## src/ghr_map.svh

```systemverilog
// offsets, fields, codes and reset values of the input-event report block
// included by the package, the edge detector, the report generator and the bench; definitions only
`ifndef GHR_MAP_SVH
`define GHR_MAP_SVH

// ==========================================
// register byte offsets
`define GHR_A_CTRL    8'h00
`define GHR_A_USG_TGT 8'h04
`define GHR_A_USG_SET 8'h08
`define GHR_A_IRQ_CFG 8'h0C
`define GHR_A_POL     8'h10
`define GHR_A_MAP_TGT 8'h14
`define GHR_A_MAP_SET 8'h18
`define GHR_A_REPORTS 8'h1C
`define GHR_A_USG_RD  8'h20
`define GHR_A_ISTAT   8'h24
`define GHR_A_ICLR    8'h28
`define GHR_A_IEN     8'h2C

// ==========================================
// bus answers
`define GHR_OKAY   2'b00
`define GHR_SLVERR 2'b10

// ==========================================
// command fields
`define GHR_F_LO   7:0
`define GHR_F_MID  15:8
`define GHR_F_PIN  9:8
`define GHR_F_EDGE 17:16
`define GHR_F_LVL  16
`define GHR_F_BIT  18:16
`define GHR_F_PAGE 31:24
`define GHR_F_LEN  3:0
`define GHR_F_ID   31:16
`define GHR_F_IDHI 31:24
`define GHR_F_IRQ  2:0
`define GHR_F_GO   0

// ==========================================
// report pages, usable bits, length codes
`define GHR_PG_KBD   8'h07
`define GHR_PG_CON   8'h0C
`define GHR_PG_TEL   8'h0B
`define GHR_MASK_KBD 8'h0C
`define GHR_MASK_CON 8'hD7
`define GHR_MASK_TEL 8'h03
`define GHR_LEN_ONE  4'h9
`define GHR_LEN_TWO  4'hA
`define GHR_NPIN     8'h04
`define GHR_EDGE_BOTH 2'h3

// ==========================================
// reset values
`define GHR_PIN0_BIT 3'h2
`define GHR_PIN1_BIT 3'h3
`define GHR_RST_POL  4'hF
`define GHR_U_F23    16'h0072
`define GHR_U_F24    16'h0073
`define GHR_U_VOLDN  16'h00EA
`define GHR_U_VOLUP  16'h00E9
`define GHR_U_VOICE  16'h00CF
`define GHR_U_MUTE   16'h00E2
`define GHR_U_SEARCH 16'h0221
`define GHR_U_STOP   16'h0226
`define GHR_U_PMUTE  16'h002F
`define GHR_U_HOOK   16'h0020

`endif

```

## src/ghr_pkg.sv

```systemverilog
// state types of the input-event report block
// expects ghr_map.svh beside it
`include "ghr_map.svh"

package ghr_pkg;

	// ==========================================
	// per-pin edge detector
	typedef struct packed {
		logic prev;
		logic primed;
		logic asrt;
		logic dsrt;
	} ghr_edge_t;

	// ==========================================
	// report generator; report index 0..2 stands for report 1..3
	typedef struct packed {
		logic             awHave;
		logic [7:0]       awAddr;
		logic             wHave;
		logic [31:0]      wData;
		logic             bValid;
		logic [1:0]       bResp;
		logic             rValid;
		logic [31:0]      rData;
		logic [1:0]       rResp;
		logic             started;
		logic [1:0]       tgtRpt;
		logic [2:0]       tgtBit;
		logic             tgtOk;
		logic [23:0][15:0] usage;
		logic [1:0]       mapPin;
		logic [3:0]       mapOk;
		logic [3:0][1:0]  mapRpt;
		logic [3:0][2:0]  mapBit;
		logic [3:0][1:0]  edgeSel;
		logic [3:0]       actHigh;
		logic [2:0][7:0]  bits;
		logic [2:0][7:0]  armed;
		logic [2:0]       pend;
		logic             rptValid;
		logic             rptNak;
		logic [1:0]       rptId;
		logic [7:0]       rptData;
		logic [2:0]       irqStat;
		logic [2:0]       irqEn;
	} ghr_state_t;

endpackage : ghr_pkg

```

## src/ghr_edge.sv

```systemverilog
// edge detector for one general input pin
// pin is synchronous to clk_sys; polarity and edge enables come from registers
`timescale 1ns/1ps
`include "ghr_map.svh"

module ghr_edge
	import ghr_pkg::*;
(
	input  wire logic       clk_sys,  // system clock
	input  wire logic       arst_n,   // async reset, active low
	input  wire logic       pinIn,    // pin level
	input  wire logic       actHigh,  // 1 active high, 0 active low
	input  wire logic [1:0] edgeSel,  // bit0 rising, bit1 falling irq enable
	output logic            asrt,     // asserting edge strobe
	output logic            dsrt      // de-asserting edge strobe
);

	ghr_edge_t s;
	ghr_edge_t next_s;
	logic      rise;
	logic      fall;

	// ==========================================
	// edge classification
	always_comb begin
		next_s = s;
		// first sample after reset only primes, so no false edge
		rise = s.primed && pinIn && !s.prev;
		fall = s.primed && !pinIn && s.prev;
		next_s.prev = pinIn;
		next_s.primed = 1'b1;
		next_s.asrt = (rise && edgeSel[0] && actHigh) || (fall && edgeSel[1] && !actHigh);
		next_s.dsrt = (fall && edgeSel[1] && actHigh) || (rise && edgeSel[0] && !actHigh);
	end

	always_ff @(posedge clk_sys or negedge arst_n) begin
		if (!arst_n) begin
			s <= '0;
		end else begin
			s <= next_s;
		end
	end

	assign asrt = s.asrt;
	assign dsrt = s.dsrt;
endmodule : ghr_edge

```

## src/ghr_report_gen.sv

```systemverilog
// input-event report generator: pins to three one-byte HID reports
// AXI4-Lite slave for commands; host poll port answered one cycle later
`timescale 1ns/1ps
`include "ghr_map.svh"

// How it works
// - three reports, keyboard, consumer and telephony, each holding many events.
// - report 1 is page 7, report 2 page 12, report 3 page 11.
// - default byte-0 layouts; unlisted bits are reserved and stay zero.
// - a target whose page disagrees with the report is refused.
// - usage target latches report, byte, bit, page for the next set.
// - length code 9 means one-byte id, 10 two-byte; others refused.
// - usage ids change only before USB operation has started.
// - each report bit's page and usage id can be read back.
// - enabled pin edges update reports with no software help.
// - asserting edge sets bit, release arms it, sending clears armed bits.
// - no event: send the report, or NAK when the host set idle.
// - reset map: pin 0 to F23, pin 1 to F24, pins 2-3 none.
// - irq config takes reserved zero, pin and edge select, 3 both.
// - polarity takes reserved zero, pin and level; 0 means active low.
// - map target picks a pin; map set gives report, byte, bit.
// - map changes are accepted before and after USB start.
// - map set naming a reserved bit is ignored, old map kept.
module ghr_report_gen
	import ghr_pkg::*;
(
	input  wire logic        clk_sys,        // 40 MHz system clock
	input  wire logic        arst_n,         // async reset, active low
	input  wire logic [7:0]  s_axi_awaddr,   // write address
	input  wire logic        s_axi_awvalid,  // write address valid
	output logic             s_axi_awready,  // write address ready
	input  wire logic [31:0] s_axi_wdata,    // write data
	input  wire logic [3:0]  s_axi_wstrb,    // byte strobes
	input  wire logic        s_axi_wvalid,   // write data valid
	output logic             s_axi_wready,   // write data ready
	output logic [1:0]       s_axi_bresp,    // write response
	output logic             s_axi_bvalid,   // write response valid
	input  wire logic        s_axi_bready,   // write response ready
	input  wire logic [7:0]  s_axi_araddr,   // read address
	input  wire logic        s_axi_arvalid,  // read address valid
	output logic             s_axi_arready,  // read address ready
	output logic [31:0]      s_axi_rdata,    // read data
	output logic [1:0]       s_axi_rresp,    // read response
	output logic             s_axi_rvalid,   // read data valid
	input  wire logic        s_axi_rready,   // read data ready
	input  wire logic [3:0]  inPin,          // general input pins
	input  wire logic        pollReq,        // host poll strobe
	input  wire logic [1:0]  pollId,         // polled report 1..3
	input  wire logic        hostIdle,       // host has set idle
	output logic             rptValid,       // report sent strobe
	output logic             rptNak,         // NAK strobe
	output logic [1:0]       rptId,          // report id answered
	output logic [7:0]       rptData,        // report byte
	output logic             irq             // level interrupt
);

	// ==========================================
	// decoding helpers
	function automatic logic [7:0] pageOf(input logic [1:0] idx);
		unique case (idx)
			2'h0:    pageOf = `GHR_PG_KBD;
			2'h1:    pageOf = `GHR_PG_CON;
			2'h2:    pageOf = `GHR_PG_TEL;
			default: pageOf = 8'h00;
		endcase
	endfunction : pageOf

	function automatic logic usable(input logic [1:0] idx, input logic [2:0] b);
		logic [7:0] m;
		unique case (idx)
			2'h0:    m = `GHR_MASK_KBD;
			2'h1:    m = `GHR_MASK_CON;
			2'h2:    m = `GHR_MASK_TEL;
			default: m = 8'h00;
		endcase
		usable = m[b];
	endfunction : usable

	function automatic logic [31:0] strbMask(input logic [3:0] st);
		strbMask = {{8{st[3]}}, {8{st[2]}}, {8{st[1]}}, {8{st[0]}}};
	endfunction : strbMask

	function automatic ghr_state_t rstVal();
		ghr_state_t r;
		r = '0;
		r.usage[5'h02] = `GHR_U_F23;
		r.usage[5'h03] = `GHR_U_F24;
		r.usage[5'h0F] = `GHR_U_VOLDN;
		r.usage[5'h0E] = `GHR_U_VOLUP;
		r.usage[5'h0C] = `GHR_U_VOICE;
		r.usage[5'h0A] = `GHR_U_MUTE;
		r.usage[5'h09] = `GHR_U_SEARCH;
		r.usage[5'h08] = `GHR_U_STOP;
		r.usage[5'h11] = `GHR_U_PMUTE;
		r.usage[5'h10] = `GHR_U_HOOK;
		r.mapOk = 4'h3;
		r.mapBit[0] = `GHR_PIN0_BIT;
		r.mapBit[1] = `GHR_PIN1_BIT;
		r.actHigh = `GHR_RST_POL;
		return r;
	endfunction : rstVal

	localparam ghr_state_t RST_STATE = rstVal();

	ghr_state_t s;
	ghr_state_t next_s;
	logic [3:0] asrt;
	logic [3:0] dsrt;

	// ==========================================
	// pin edge detectors
	genvar gi;
	generate
		for (gi = 0; gi < 4; gi++) begin : g_pin
			ghr_edge u_edge (
				.clk_sys (clk_sys),
				.arst_n  (arst_n),
				.pinIn   (inPin[gi]),
				.actHigh (s.actHigh[gi]),
				.edgeSel (s.edgeSel[gi]),
				.asrt    (asrt[gi]),
				.dsrt    (dsrt[gi])
			);
		end
	endgenerate

	assign s_axi_awready = !s.awHave && !s.bValid;
	assign s_axi_wready  = !s.wHave && !s.bValid;
	assign s_axi_arready = !s.rValid;

	// ==========================================
	// next state
	always_comb begin
		logic [31:0] d;
		logic [2:0]  clr;
		logic [2:0]  ev;
		logic [1:0]  idx;
		logic        ok;
		d = s.wData;
		clr = 3'h0;
		ev = 3'h0;
		idx = 2'h0;
		ok = 1'b0;
		next_s = s;
		next_s.rptValid = 1'b0;
		next_s.rptNak = 1'b0;

		if (s_axi_awvalid && s_axi_awready) begin
			next_s.awHave = 1'b1;
			next_s.awAddr = s_axi_awaddr;
		end
		if (s_axi_wvalid && s_axi_wready) begin
			next_s.wHave = 1'b1;
			next_s.wData = s_axi_wdata & strbMask(s_axi_wstrb);
		end
		if (s.bValid && s_axi_bready) begin
			next_s.bValid = 1'b0;
		end
		if (s.rValid && s_axi_rready) begin
			next_s.rValid = 1'b0;
		end

		// reads
		if (s_axi_arvalid && s_axi_arready) begin
			next_s.rValid = 1'b1;
			next_s.rResp = `GHR_OKAY;
			next_s.rData = 32'h0000_0000;
			unique case (s_axi_araddr)
				`GHR_A_CTRL:    next_s.rData = {31'h0, s.started};
				`GHR_A_REPORTS: next_s.rData = {8'h00, s.bits[2], s.bits[1], s.bits[0]};
				`GHR_A_USG_RD:  next_s.rData = {pageOf(s.tgtRpt), 7'h00, s.tgtOk,
					s.usage[{s.tgtRpt, s.tgtBit}]};
				`GHR_A_ISTAT:   next_s.rData = {29'h0, s.irqStat};
				`GHR_A_IEN:     next_s.rData = {29'h0, s.irqEn};
				`GHR_A_USG_TGT, `GHR_A_USG_SET, `GHR_A_IRQ_CFG, `GHR_A_POL,
				`GHR_A_MAP_TGT, `GHR_A_MAP_SET, `GHR_A_ICLR: next_s.rData = 32'h0000_0000;
				default:        next_s.rResp = `GHR_SLVERR;
			endcase
		end

		// writes, taken once address and data are both held
		if (s.awHave && s.wHave && !s.bValid) begin
			next_s.awHave = 1'b0;
			next_s.wHave = 1'b0;
			next_s.bValid = 1'b1;
			next_s.bResp = `GHR_OKAY;
			unique case (s.awAddr)
				`GHR_A_CTRL: begin
					// start is one-way: usage ids lock until reset
					if (d[`GHR_F_GO]) next_s.started = 1'b1;
				end
				`GHR_A_USG_TGT: begin
					idx = 2'(d[`GHR_F_LO] - 8'h01);
					ok = d[`GHR_F_LO] >= 8'h01 && d[`GHR_F_LO] <= 8'h03 && d[`GHR_F_MID] == 8'h00
						&& usable(idx, d[`GHR_F_BIT]) && d[`GHR_F_PAGE] == pageOf(idx);
					next_s.tgtRpt = idx;
					next_s.tgtBit = d[`GHR_F_BIT];
					next_s.tgtOk = ok;
					ev[2] = !ok;
				end
				`GHR_A_USG_SET: begin
					if (s.started || !s.tgtOk) begin
						ev[2] = 1'b1;
					end else if (d[`GHR_F_LEN] == `GHR_LEN_ONE && d[`GHR_F_IDHI] == 8'h00) begin
						next_s.usage[{s.tgtRpt, s.tgtBit}] = d[`GHR_F_ID];
					end else if (d[`GHR_F_LEN] == `GHR_LEN_TWO) begin
						next_s.usage[{s.tgtRpt, s.tgtBit}] = d[`GHR_F_ID];
					end else begin
						ev[2] = 1'b1;
					end
				end
				`GHR_A_IRQ_CFG: begin
					if (d[`GHR_F_LO] != 8'h00 || d[`GHR_F_MID] >= `GHR_NPIN) begin
						ev[2] = 1'b1;
					end else begin
						next_s.edgeSel[d[`GHR_F_PIN]] = d[`GHR_F_EDGE];
					end
				end
				`GHR_A_POL: begin
					if (d[`GHR_F_LO] != 8'h00 || d[`GHR_F_MID] >= `GHR_NPIN) begin
						ev[2] = 1'b1;
					end else begin
						next_s.actHigh[d[`GHR_F_PIN]] = d[`GHR_F_LVL];
					end
				end
				`GHR_A_MAP_TGT: begin
					if (d[`GHR_F_LO] != 8'h00 || d[`GHR_F_MID] >= `GHR_NPIN) begin
						ev[2] = 1'b1;
					end else begin
						next_s.mapPin = d[`GHR_F_PIN];
					end
				end
				`GHR_A_MAP_SET: begin
					// allowed whether or not USB has started
					idx = 2'(d[`GHR_F_LO] - 8'h01);
					ok = d[`GHR_F_LO] >= 8'h01 && d[`GHR_F_LO] <= 8'h03 && d[`GHR_F_MID] == 8'h00
						&& usable(idx, d[`GHR_F_BIT]);
					if (ok) begin
						next_s.mapOk[s.mapPin] = 1'b1;
						next_s.mapRpt[s.mapPin] = idx;
						next_s.mapBit[s.mapPin] = d[`GHR_F_BIT];
					end else begin
						ev[2] = 1'b1;
					end
				end
				`GHR_A_ICLR:    clr = d[`GHR_F_IRQ];
				`GHR_A_IEN:     next_s.irqEn = d[`GHR_F_IRQ];
				`GHR_A_REPORTS, `GHR_A_USG_RD, `GHR_A_ISTAT: ;
				default:        next_s.bResp = `GHR_SLVERR;
			endcase
		end

		// host poll: clear first, so a same-cycle pin event still lands
		if (pollReq) begin
			next_s.rptId = pollId;
			idx = 2'(pollId - 2'h1);
			if (pollId == 2'h0 || (!s.pend[idx] && hostIdle)) begin
				next_s.rptNak = 1'b1;
			end else begin
				next_s.rptValid = 1'b1;
				next_s.rptData = s.bits[idx];
				next_s.bits[idx] = s.bits[idx] & ~s.armed[idx];
				next_s.armed[idx] = 8'h00;
				next_s.pend[idx] = 1'b0;
				ev[1] = 1'b1;
			end
		end

		// pin events, serviced with no software step
		for (int p = 0; p < 4; p++) begin
			if (asrt[p] && s.mapOk[p]) begin
				next_s.bits[s.mapRpt[p]][s.mapBit[p]] = 1'b1;
				next_s.armed[s.mapRpt[p]][s.mapBit[p]] = 1'b0;
				next_s.pend[s.mapRpt[p]] = 1'b1;
				ev[0] = 1'b1;
			end
			if (dsrt[p] && s.mapOk[p]) begin
				next_s.armed[s.mapRpt[p]][s.mapBit[p]] = 1'b1;
				next_s.pend[s.mapRpt[p]] = 1'b1;
			end
		end

		// set wins over a same-cycle clear
		next_s.irqStat = (s.irqStat & ~clr) | ev;
	end

	// ==========================================
	// state register
	always_ff @(posedge clk_sys or negedge arst_n) begin
		if (!arst_n) begin
			s <= RST_STATE;
		end else begin
			s <= next_s;
		end
	end

	assign s_axi_bvalid = s.bValid;
	assign s_axi_bresp  = s.bResp;
	assign s_axi_rvalid = s.rValid;
	assign s_axi_rdata  = s.rData;
	assign s_axi_rresp  = s.rResp;
	assign rptValid     = s.rptValid;
	assign rptNak       = s.rptNak;
	assign rptId        = s.rptId;
	assign rptData      = s.rptData;
	assign irq          = |(s.irqStat & s.irqEn);
endmodule : ghr_report_gen

```

## config.mk

```make
export PLATFORM = sky130hd
export DESIGN_NAME = ghr_report_gen
export DESIGN_NICKNAME = d
export VERILOG_FILES = /design/src/ghr_pkg.sv /design/src/ghr_edge.sv /design/src/ghr_report_gen.sv
export VERILOG_INCLUDE_DIRS = /design/src
export SDC_FILE = /design/constraint.sdc
export NUM_CORES = 1
export LEC_CHECK = 0
export ABC_CLOCK_PERIOD_IN_PS = 3180
export BUFFER_PORTS_ARGS = -buffer_cell sky130_fd_sc_hd__clkbuf_2
export CAP_MARGIN = 30
export CORE_MARGIN = 5
export CORE_UTILIZATION = 40
export DETAILED_ROUTE_END_ITERATION = 7
export PLACE_DENSITY_LB_ADDON = 0.2
export SYNTH_ARGS = -nofsm -noshare
export SYNTH_HDL_FRONTEND = slang
export SYNTH_HIERARCHICAL = 1
export SYNTH_SLANG_ARGS = --single-unit
```

## constraint.sdc

```tcl
create_clock -name clk_sys -period 3.18 [get_ports clk_sys]
set_input_delay 0.477 -clock clk_sys [delete_from_list [all_inputs] [get_ports clk_sys]]
set_output_delay 0.477 -clock clk_sys [all_outputs]
set_load 0.1 [all_outputs]
```

==> summary.log, run 1 <==
INFO  timing         final.period_utilization=96.80%
INFO  route          detail_route.iter0.violations=1451
INFO  synth          synthesis.instances=2229
INFO  critical_path  worst_path_max_fanout=24
INFO  cts            clk_transition_reported_paths=60ps
INFO  route          met2_length=39.46mm
INFO  cts            h-tree-depth=3
INFO  synth          synth-main-ff-cell=sky130_fd_sc_hd__dfrtp_1
INFO  power          p_leak=15.07nW
INFO  place          numPlacedInstances=3191
INFO  synth          synth_adder_area_share=0.5166%
INFO  timing         totalNegativeSetupSlack=0ps
INFO  timing         post-route-worst-setup-slack=101.7ps
INFO  cts            cts_buffers=68
INFO  final_layout   layout.filler_cells=6441
INFO  synth          postSynthRegisterBits=587
INFO  route          post_drt_via_cell_ratio=5.790
INFO  floorplanning  chipHeight=279.6µm
INFO  cts            clock_tree_from_tritoncts=done
INFO  timing         count_of_pins_over_their_slew_limit=0
INFO  final_layout   layout.cells.non_filler=3319
INFO  synth          yosys.area_share.simple=9.698%
INFO  synth          synth-compound-area-share=7.219%
INFO  place          hpwlAfterDp=55.49mm
INFO  cts            cts_sinks=587
INFO  synth          synth.cells.most_frequent=sky130_fd_sc_hd__dfrtp_1 (536), sky130_fd_sc_hd__mux2_2 (394), sky130_fd_sc_hd__nand2_1 (158)
INFO  place          worst_case_setup_slack_after_placement=-156.1ps
INFO  grt            grt_usage=20.66%
INFO  synth          yosys_warnings=6
INFO  floorplanning  number_of_top_level_pins=121
INFO  place          placement.io_buffers=114
INFO  timing         fin_worst_skew=18.85ps
INFO  route          route.antenna.remaining_nets=0
INFO  final_layout   final_layout_size_suffix_gt1_share=41.68%
INFO  route          drt-total-wl=80.97mm
INFO  power          power_per_cell_area=617.5nW/µm²
INFO  route          drt_first_pass_iters=6
INFO  critical_path  worst_setup_path_end_kind=register
INFO  hold_path      worst_hold_path_type=primary input to register
INFO  synth          post-synth-top-count-cell=sky130_fd_sc_hd__dfrtp_1
INFO  synth          cell_accounting_for_the_most_synthesized_area=sky130_fd_sc_hd__dfrtp_1
INFO  final_layout   layout.core_utilization=46.53%
INFO  synth          synth_top_family_by_area=multiplexers
INFO  run_status     status=completed
INFO  synth          synth_xor_area_share=0.06026%
INFO  timing         unrepaired_setup_endpoints_after_global_routing=no
INFO  grt            grt_pass1_vias=19911
INFO  timing         fin_crit=3078ps
INFO  cts            ctsLongestPathBuffers=3
INFO  route          vias_after_detailed_routing=19216
INFO  synth          synth_cell_type_count=73
INFO  synth          multiplexer_share_of_the_synthesized_area=26.96%
INFO  timing         finalHoldViolations=0
INFO  critical_path  setup.worst_path.class=register to register
INFO  critical_path  r2r.worst_path.cells=8
INFO  power          power.ir.vdd_worst=0.5415mV
INFO  final_layout   area_delta_synth_final=14.83%
INFO  critical_path  critical_path.most_common_cell=sky130_fd_sc_hd__buf_12
INFO  timing         max-slew-margin-rel=27.97%
INFO  critical_path  cp_slowest_stage_delay=740ps
INFO  critical_path  critical_path.reg2reg.startpoint=s[561]
INFO  critical_path  timing.rr.end=s[333]
INFO  grt            grt_pass1_wl=125.2mm
INFO  floorplanning  design.die.area=78160µm²
INFO  synth          synth.top_cell.area_share=46.15%
INFO  floorplanning  initial_core_utilization=40.52%
INFO  job            cap_viol_max_count=0
INFO  critical_path  cp_slowest_cell=sky130_fd_sc_hd__or4b_2
INFO  final_layout   num-nets-final=2394
INFO  cts            cts-root-buf=sky130_fd_sc_hd__clkbuf_16
INFO  synth          post_synth.cell_area_avg=13.04µm²
INFO  critical_path  slack_of_the_worst_reg_to_reg_path=100ps
INFO  synth          most_area_consuming_cells_after_synthesis=sky130_fd_sc_hd__dfrtp_1 (46%), sky130_fd_sc_hd__mux2_2 (15%), sky130_fd_sc_hd__mux4_2 (8.5%), sky130_fd_sc_hd__dfstp_2 (4.6%), sky130_fd_sc_hd__nand2_1 (2.0%)
INFO  floorplanning  coreArea=71730µm²
INFO  hold_path      hold_start=inPin[3]
INFO  cts            clk-insertion-delay-late=610ps
INFO  critical_path  cp.arrival=3560ps
INFO  grt            initial_antenna_violation_count=2
INFO  critical_path  cpLargestDelayFamily=simple AND/OR/NAND/NOR gates
INFO  hold_path      hold_path_depth=1
INFO  critical_path  startpoint_type=register
INFO  grt            grt.overflow.total=0
INFO  synth          yosysSeqAreaShare=50.76%
INFO  critical_path  timing.critical_path.cells=nor4_2, buf_2, a31oi_1, or4b_2, buf_12, nor3_4, buf_12, mux2_2
INFO  critical_path  cp.required=3660ps
INFO  route          met3RoutedLength=3.943mm
INFO  route          drc_errors=0
INFO  timing         report.final.setup_viol=0
INFO  route          post_drt_wl_per_cell=24.39µm
INFO  place          finalWeightedCongestion=0.8693
INFO  route          met1_length=34.92mm
INFO  floorplanning  dieWidth=279.6µm
INFO  synth          synth_enable_flop_cells=0
INFO  critical_path  critPathBufInv=3
INFO  floorplanning  core.rowCount=98
INFO  route          top_metal_layer_carrying_routed_signals=met4
INFO  grt            maximum_number_of_pins_on_one_net_before_global_route_repair=96
INFO  synth          synthArstFlopShare=100.0%
INFO  timing         maxClockFrequency=324.9MHz
INFO  timing         max_slew.worst_pin.slew=1080ps
INFO  synth          mappedNetlistArea=29070µm²
INFO  hold_path      whs_endpoint=g_pin[3].u_edge/s[3]
INFO  power          design_power_total=20.61mW
worst max path at each step:
| stage | start | to | slack (ps) | depth (start not counted) |
|---|---|---|---|---|
| finish | s[561] | s[333] | 100 | 8 |
| global route | s[561] | s[335] | 30 | 8 |
| CTS | s[565] | s[333] | 40 | 7 |
| detailed placement | s[565] | s[344] | -160 | 7 |
| global placement | s[561] | s[162] | -460 | 7 |
| floorplan | s_axi_bvalid | s[162] | 60 | 9 |
layer usage:
metal  track usage [%]  up-vias
li1                  -     8411
met1             28.09    10115
met2             34.04      545
met3             3.367      145
met4             6.977        0
met5                 0        -
sequential cells by signal (all words and copies together) (netlist names):
register / cells
g_pin.u_edge/asrt: 4
g_pin.u_edge/dsrt: 4
g_pin.u_edge/s: 8
rptData: 8
rptId: 2
rptNak: 1
rptValid: 1
s: 528
s_axi_bresp: 1
s_axi_bvalid: 1
s_axi_rdata: 27
s_axi_rresp: 1
s_axi_rvalid: 1
logic make-up after synthesis:
logic type,Yosys count
flip-flops,587
multiplexers,577
AND/OR/NAND/NOR,487
AO/OA/AOI/OAI,296
buffers and inverters,263
adder cells (fa/ha/maj),12
other,5
XOR/XNOR,2
cells in the final DEF, fill, tap and decap left out, types with 32 or more instances in the layout:
master                      count
sky130_fd_sc_hd__buf_12        34
sky130_fd_sc_hd__buf_4         84
sky130_fd_sc_hd__clkbuf_16     68
sky130_fd_sc_hd__clkbuf_2     113
sky130_fd_sc_hd__dfrtp_1      533
sky130_fd_sc_hd__dfstp_2       51
sky130_fd_sc_hd__inv_1         37
sky130_fd_sc_hd__mux2_1        32
sky130_fd_sc_hd__mux2_2       394
sky130_fd_sc_hd__mux4_2       110
sky130_fd_sc_hd__nand2_1      158
sky130_fd_sc_hd__nand3_1       37
sky130_fd_sc_hd__nor2_1       104
sky130_fd_sc_hd__o21ai_0       79
cell type report:
type / instances / area (µm²) / area share, %
clock buffers: 86 / 1859 / 5.570
inverters: 37 / 138.9 / 0.4161
repair buffers: 237 / 1942 / 5.818
well taps: 950 / 1189 / 3.561
diodes: 1 / 2.502 / 0.007497
clock inverters: 37 / 493.0 / 1.477
flip-flops and latches: 587 / 14760 / 44.23
multi-input cells: 1384 / 12990 / 38.92
stage by stage:
step                      hold slack (ps)  cell area [µm²]
after floorplan                     181.4            29090
after global placement              461.4            30960
after detailed placement            472.7            30960
after CTS                           1.254            33360
after global routing                15.47            33380
final                               36.52            33380
repair_timing:
action	in CTS	in global routing
endpoints found under the setup margin	384	0
endpoints found under the hold margin	64	0
hold buffers	3	0
resized for setup	2	0
buffers inserted	0	0
power by group:
group          switching, mW  total (mW)  leakage [nW]  internal (mW)
clock network           3.26        8.18          1.16           4.92
registers              0.774        8.69          7.86           7.91
logic                   2.63        3.74          6.05           1.11
total                   6.66        20.6          15.1           14.0
(Power assumes the default switching activity.)
==> inputs of run 2 (changes only) <==
- SYNTH_HIERARCHICAL: 1 -> unset
- TNS_END_PERCENT: unset -> 20
==> summary.log, run 2 <==
INFO  power          netSwitchingFraction=32.18%
INFO  place          post_dp_cell_area=31520µm²
INFO  cts            cts-root-buf=sky130_fd_sc_hd__clkbuf_16
INFO  floorplanning  chipHeight=283.0µm
INFO  synth          synth.cells.most_frequent=sky130_fd_sc_hd__dfrtp_1 (533), sky130_fd_sc_hd__mux2_2 (276), sky130_fd_sc_hd__nand2_1 (169)
INFO  floorplanning  core.rowCount=100
INFO  final_layout   regMostFlops=s
INFO  final_layout   largest_reg_flops=528
INFO  power          cellInternalPower=13.80mW
INFO  synth          yosys_warnings=0
INFO  cts            h-tree-depth=3
INFO  synth          synth_enable_flop_cells=0
INFO  synth          yosys.area_share.simple=7.833%
INFO  timing         count_of_pins_over_their_slew_limit=0
INFO  synth          post_synth.cell_area_avg=13.39µm²
INFO  synth          cell_accounting_for_the_most_synthesized_area=sky130_fd_sc_hd__dfrtp_1
INFO  final_layout   mostFrequentLayoutCell=sky130_fd_sc_hd__dfrtp_1
INFO  timing         fin_crit=2976ps
INFO  cts            clk_transition_reported_paths=60ps
INFO  synth          yosysSeqAreaShare=49.24%
INFO  critical_path  worst_setup_path_end_kind=register
INFO  grt            grt_usage=21.18%
INFO  route          met2_length=41.59mm
INFO  synth          synth-compound-area-share=9.823%
INFO  synth          mappedNetlistArea=29810µm²
INFO  synth          most_area_consuming_cells_after_synthesis=sky130_fd_sc_hd__dfrtp_1 (45%), sky130_fd_sc_hd__mux2_2 (10%), sky130_fd_sc_hd__mux2_4 (8.3%), sky130_fd_sc_hd__mux4_2 (8.0%), sky130_fd_sc_hd__dfstp_2 (4.5%)
INFO  timing         report.final.setup_viol=0
INFO  route          met1_length=38.48mm
INFO  job            cap_viol_max_count=0
INFO  power          power_per_cell_area=601.8nW/µm²
INFO  grt            grt.overflow.total=0
INFO  synth          synth_adder_area_share=0.4618%
INFO  synth          synthesis.instances=2226
INFO  timing         fin_worst_skew=28.28ps
INFO  run_status     status=completed
INFO  floorplanning  initial_core_utilization=40.17%
INFO  place          placement.io_buffers=114
INFO  route          vias_after_detailed_routing=19231
INFO  route          top_metal_layer_carrying_routed_signals=met4
INFO  grt            grt_pass1_wl=131.6mm
INFO  cts            holdBufCountCts=1
INFO  power          netSwitchingPower=6.547mW
INFO  place          hpwlAfterDp=58.04mm
INFO  route          post_drt_via_cell_ratio=5.784
INFO  cts            cts_sinks=584
INFO  cts            ctsLongestPathBuffers=3
INFO  power          sequential_group_share_of_total_power=42.4%
INFO  final_layout   top_library_cells_by_usage_in_the_layout_fill_and_taps_aside=sky130_fd_sc_hd__dfrtp_1 (529), sky130_fd_sc_hd__mux2_2 (276), sky130_fd_sc_hd__nand2_1 (167)
INFO  timing         unrepaired_setup_endpoints_after_global_routing=no
INFO  cts            clock_tree_from_tritoncts=done
INFO  final_layout   area_delta_synth_final=13.41%
INFO  floorplanning  dieWidth=283.0µm
INFO  timing         final.period_utilization=93.59%
INFO  grt            grt_pass1_vias=20390
INFO  floorplanning  design.die.area=80070µm²
INFO  final_layout   final_layout_size_suffix_gt1_share=42.12%
INFO  grt            maximum_number_of_pins_on_one_net_before_global_route_repair=83
INFO  power          power.ir.vdd_worst=0.5437mV
INFO  route          met3RoutedLength=3.484mm
INFO  critical_path  cp.required=3650ps
INFO  floorplanning  number_of_top_level_pins=121
INFO  route          post_drt_wl_per_cell=25.85µm
INFO  route          drc_errors=0
INFO  place          finalWeightedCongestion=0.8956
INFO  power          p_leak=14.74nW
INFO  final_layout   num-nets-final=2384
INFO  synth          synthArstFlopShare=100.0%
INFO  cts            clk-insertion-delay-late=610ps
INFO  timing         finalHoldViolations=0
INFO  hold_path      worst_hold_path_type=primary input to register
INFO  critical_path  worst_path_max_fanout=16
INFO  grt            initial_antenna_violation_count=2
INFO  cts            cts-resized-gates=0
INFO  synth          postSynthRegisterBits=584
INFO  cts            cts_buffers=66
INFO  floorplanning  coreArea=74200µm²
INFO  synth          synth_cell_type_count=79
INFO  synth          synth_top_family_by_area=multiplexers
INFO  synth          post-synth-top-count-cell=sky130_fd_sc_hd__dfrtp_1
INFO  cts            post_cts.repair.setup_buffers=0
INFO  timing         totalNegativeSetupSlack=0ps
INFO  timing         max_slew.worst_pin.slew=1010ps
INFO  critical_path  cp.arrival=3440ps
INFO  synth          synth.top_cell.area_share=44.75%
INFO  final_layout   layout.cell_area.non_filler=33800µm²
INFO  synth          synth-main-ff-cell=sky130_fd_sc_hd__dfrtp_1
INFO  route          route.antenna.remaining_nets=0
INFO  power          pwr-share-comb=18.3%
INFO  timing         max-slew-margin-rel=32.67%
INFO  synth          synth_xor_area_share=0.05877%
INFO  synth          multiplexer_share_of_the_synthesized_area=27.81%
INFO  critical_path  startpoint_type=register
INFO  route          detail_route.iter0.violations=1445
INFO  timing         maxClockFrequency=336.0MHz
INFO  route          drt-total-wl=85.96mm
INFO  route          drt_first_pass_iters=6
INFO  critical_path  setup.worst_path.class=register to register
INFO  power          pwr-share-clk=39.3%
==> run 2: cell count changes after synthesis, moves of 15 or more <==
cell / delta
sky130_fd_sc_hd__a2111oi_4: +24
sky130_fd_sc_hd__a211oi_1: -16
sky130_fd_sc_hd__buf_8: +15
sky130_fd_sc_hd__clkbuf_1: -19
sky130_fd_sc_hd__mux2_1: -32
sky130_fd_sc_hd__mux2_2: -118
sky130_fd_sc_hd__mux2_4: +134
sky130_fd_sc_hd__mux2i_1: +22
sky130_fd_sc_hd__nor2_1: -15
sky130_fd_sc_hd__nor3_4: -24
sky130_fd_sc_hd__o211ai_1: +26
sky130_fd_sc_hd__o21ai_0: -18
sky130_fd_sc_hd__o22ai_1: +36
==> run 2: final timing paths <==
check / from / to / slack, ps / cells after the start
hold / removal: inPin[1] / g_pin[1].u_edge.s[3] / 40 / 1
max in group asynchronous: arst_n / s[300] / 1690 / 3
setup reg to reg: s[538] / s[316] / 200 / 7
hold reg to reg: s[543] / s[543] / 490 / 2
min in group asynchronous: arst_n / s[81] / 490 / 2
setup / recovery: s[538] / s[316] / 200 / 7
==> run 2: final cells by class <==
| type | instances | area (µm²) |
|---|---|---|
| antenna | 1 | 2.502 |
| clock buffer | 98 | 1954 |
| clock inverter | 19 | 317.8 |
| fill | 6627 | 40390 |
| inverter | 27 | 102.6 |
| multi-input combinational | 1398 | 13740 |
| sequential | 584 | 14690 |
| tap | 969 | 1212 |
| timing repair buffer | 229 | 1784 |
==> run 2: through the flow <==
stage	worst slack, ps	cells	hold WS, ps	total power [mW]	utilization, %
floorplan	77.40	2231	181.4	10.94	-
global placement	129.4	3206	470.7	12.41	42.48
detailed placement	159.0	3206	475.7	12.51	42.48
CTS	149.7	3324	1.513	20.59	45.56
global route	81.61	3325	29.25	21.21	45.56
finish	203.9	3325	37.84	20.34	45.56
==> run 2: power by group through the flow <==
| stage | logic [mW] | clock network (mW) | registers (mW) |
|---|---|---|---|
| after global routing | 4.02 | 8.50 | 8.69 |
| after floorplan | 2.62 | 0 | 8.32 |
| final | 3.72 | 7.99 | 8.63 |
| after detailed placement | 3.76 | 0 | 8.75 |
| after CTS | 3.77 | 8.21 | 8.62 |
| after global placement | 3.69 | 0 | 8.72 |
==> run 2: kinds of logic (layout without fill, tap and decap cells) <==
family | Yosys count | in the layout
flops | 584 | 584
buf+inv | 249 | 373
mux | 579 | 579
xor+xnor | 2 | 2
fa+ha+maj | 11 | 11
simple gates | 453 | 453
compound gates | 346 | 346
other cells | 2 | 8
==> run 2: worst max-delay path, cell delays in order, from the launching register on <==
cell and delay [ps]:
sky130_fd_sc_hd__dfrtp_1 380, sky130_fd_sc_hd__buf_4 160, sky130_fd_sc_hd__nor4bb_1 560, sky130_fd_sc_hd__nand4_1 390, sky130_fd_sc_hd__buf_4 360, sky130_fd_sc_hd__a2111oi_4 390
sky130_fd_sc_hd__buf_12 250, sky130_fd_sc_hd__mux2_2 360
==> run 2: per-layer routing <==
layer / track usage (%) / vias up
li1: - / 8428
met1: 29.36 / 10150
met2: 35.10 / 506
met3: 2.701 / 147
met4: 6.469 / 0
met5: 0 / -
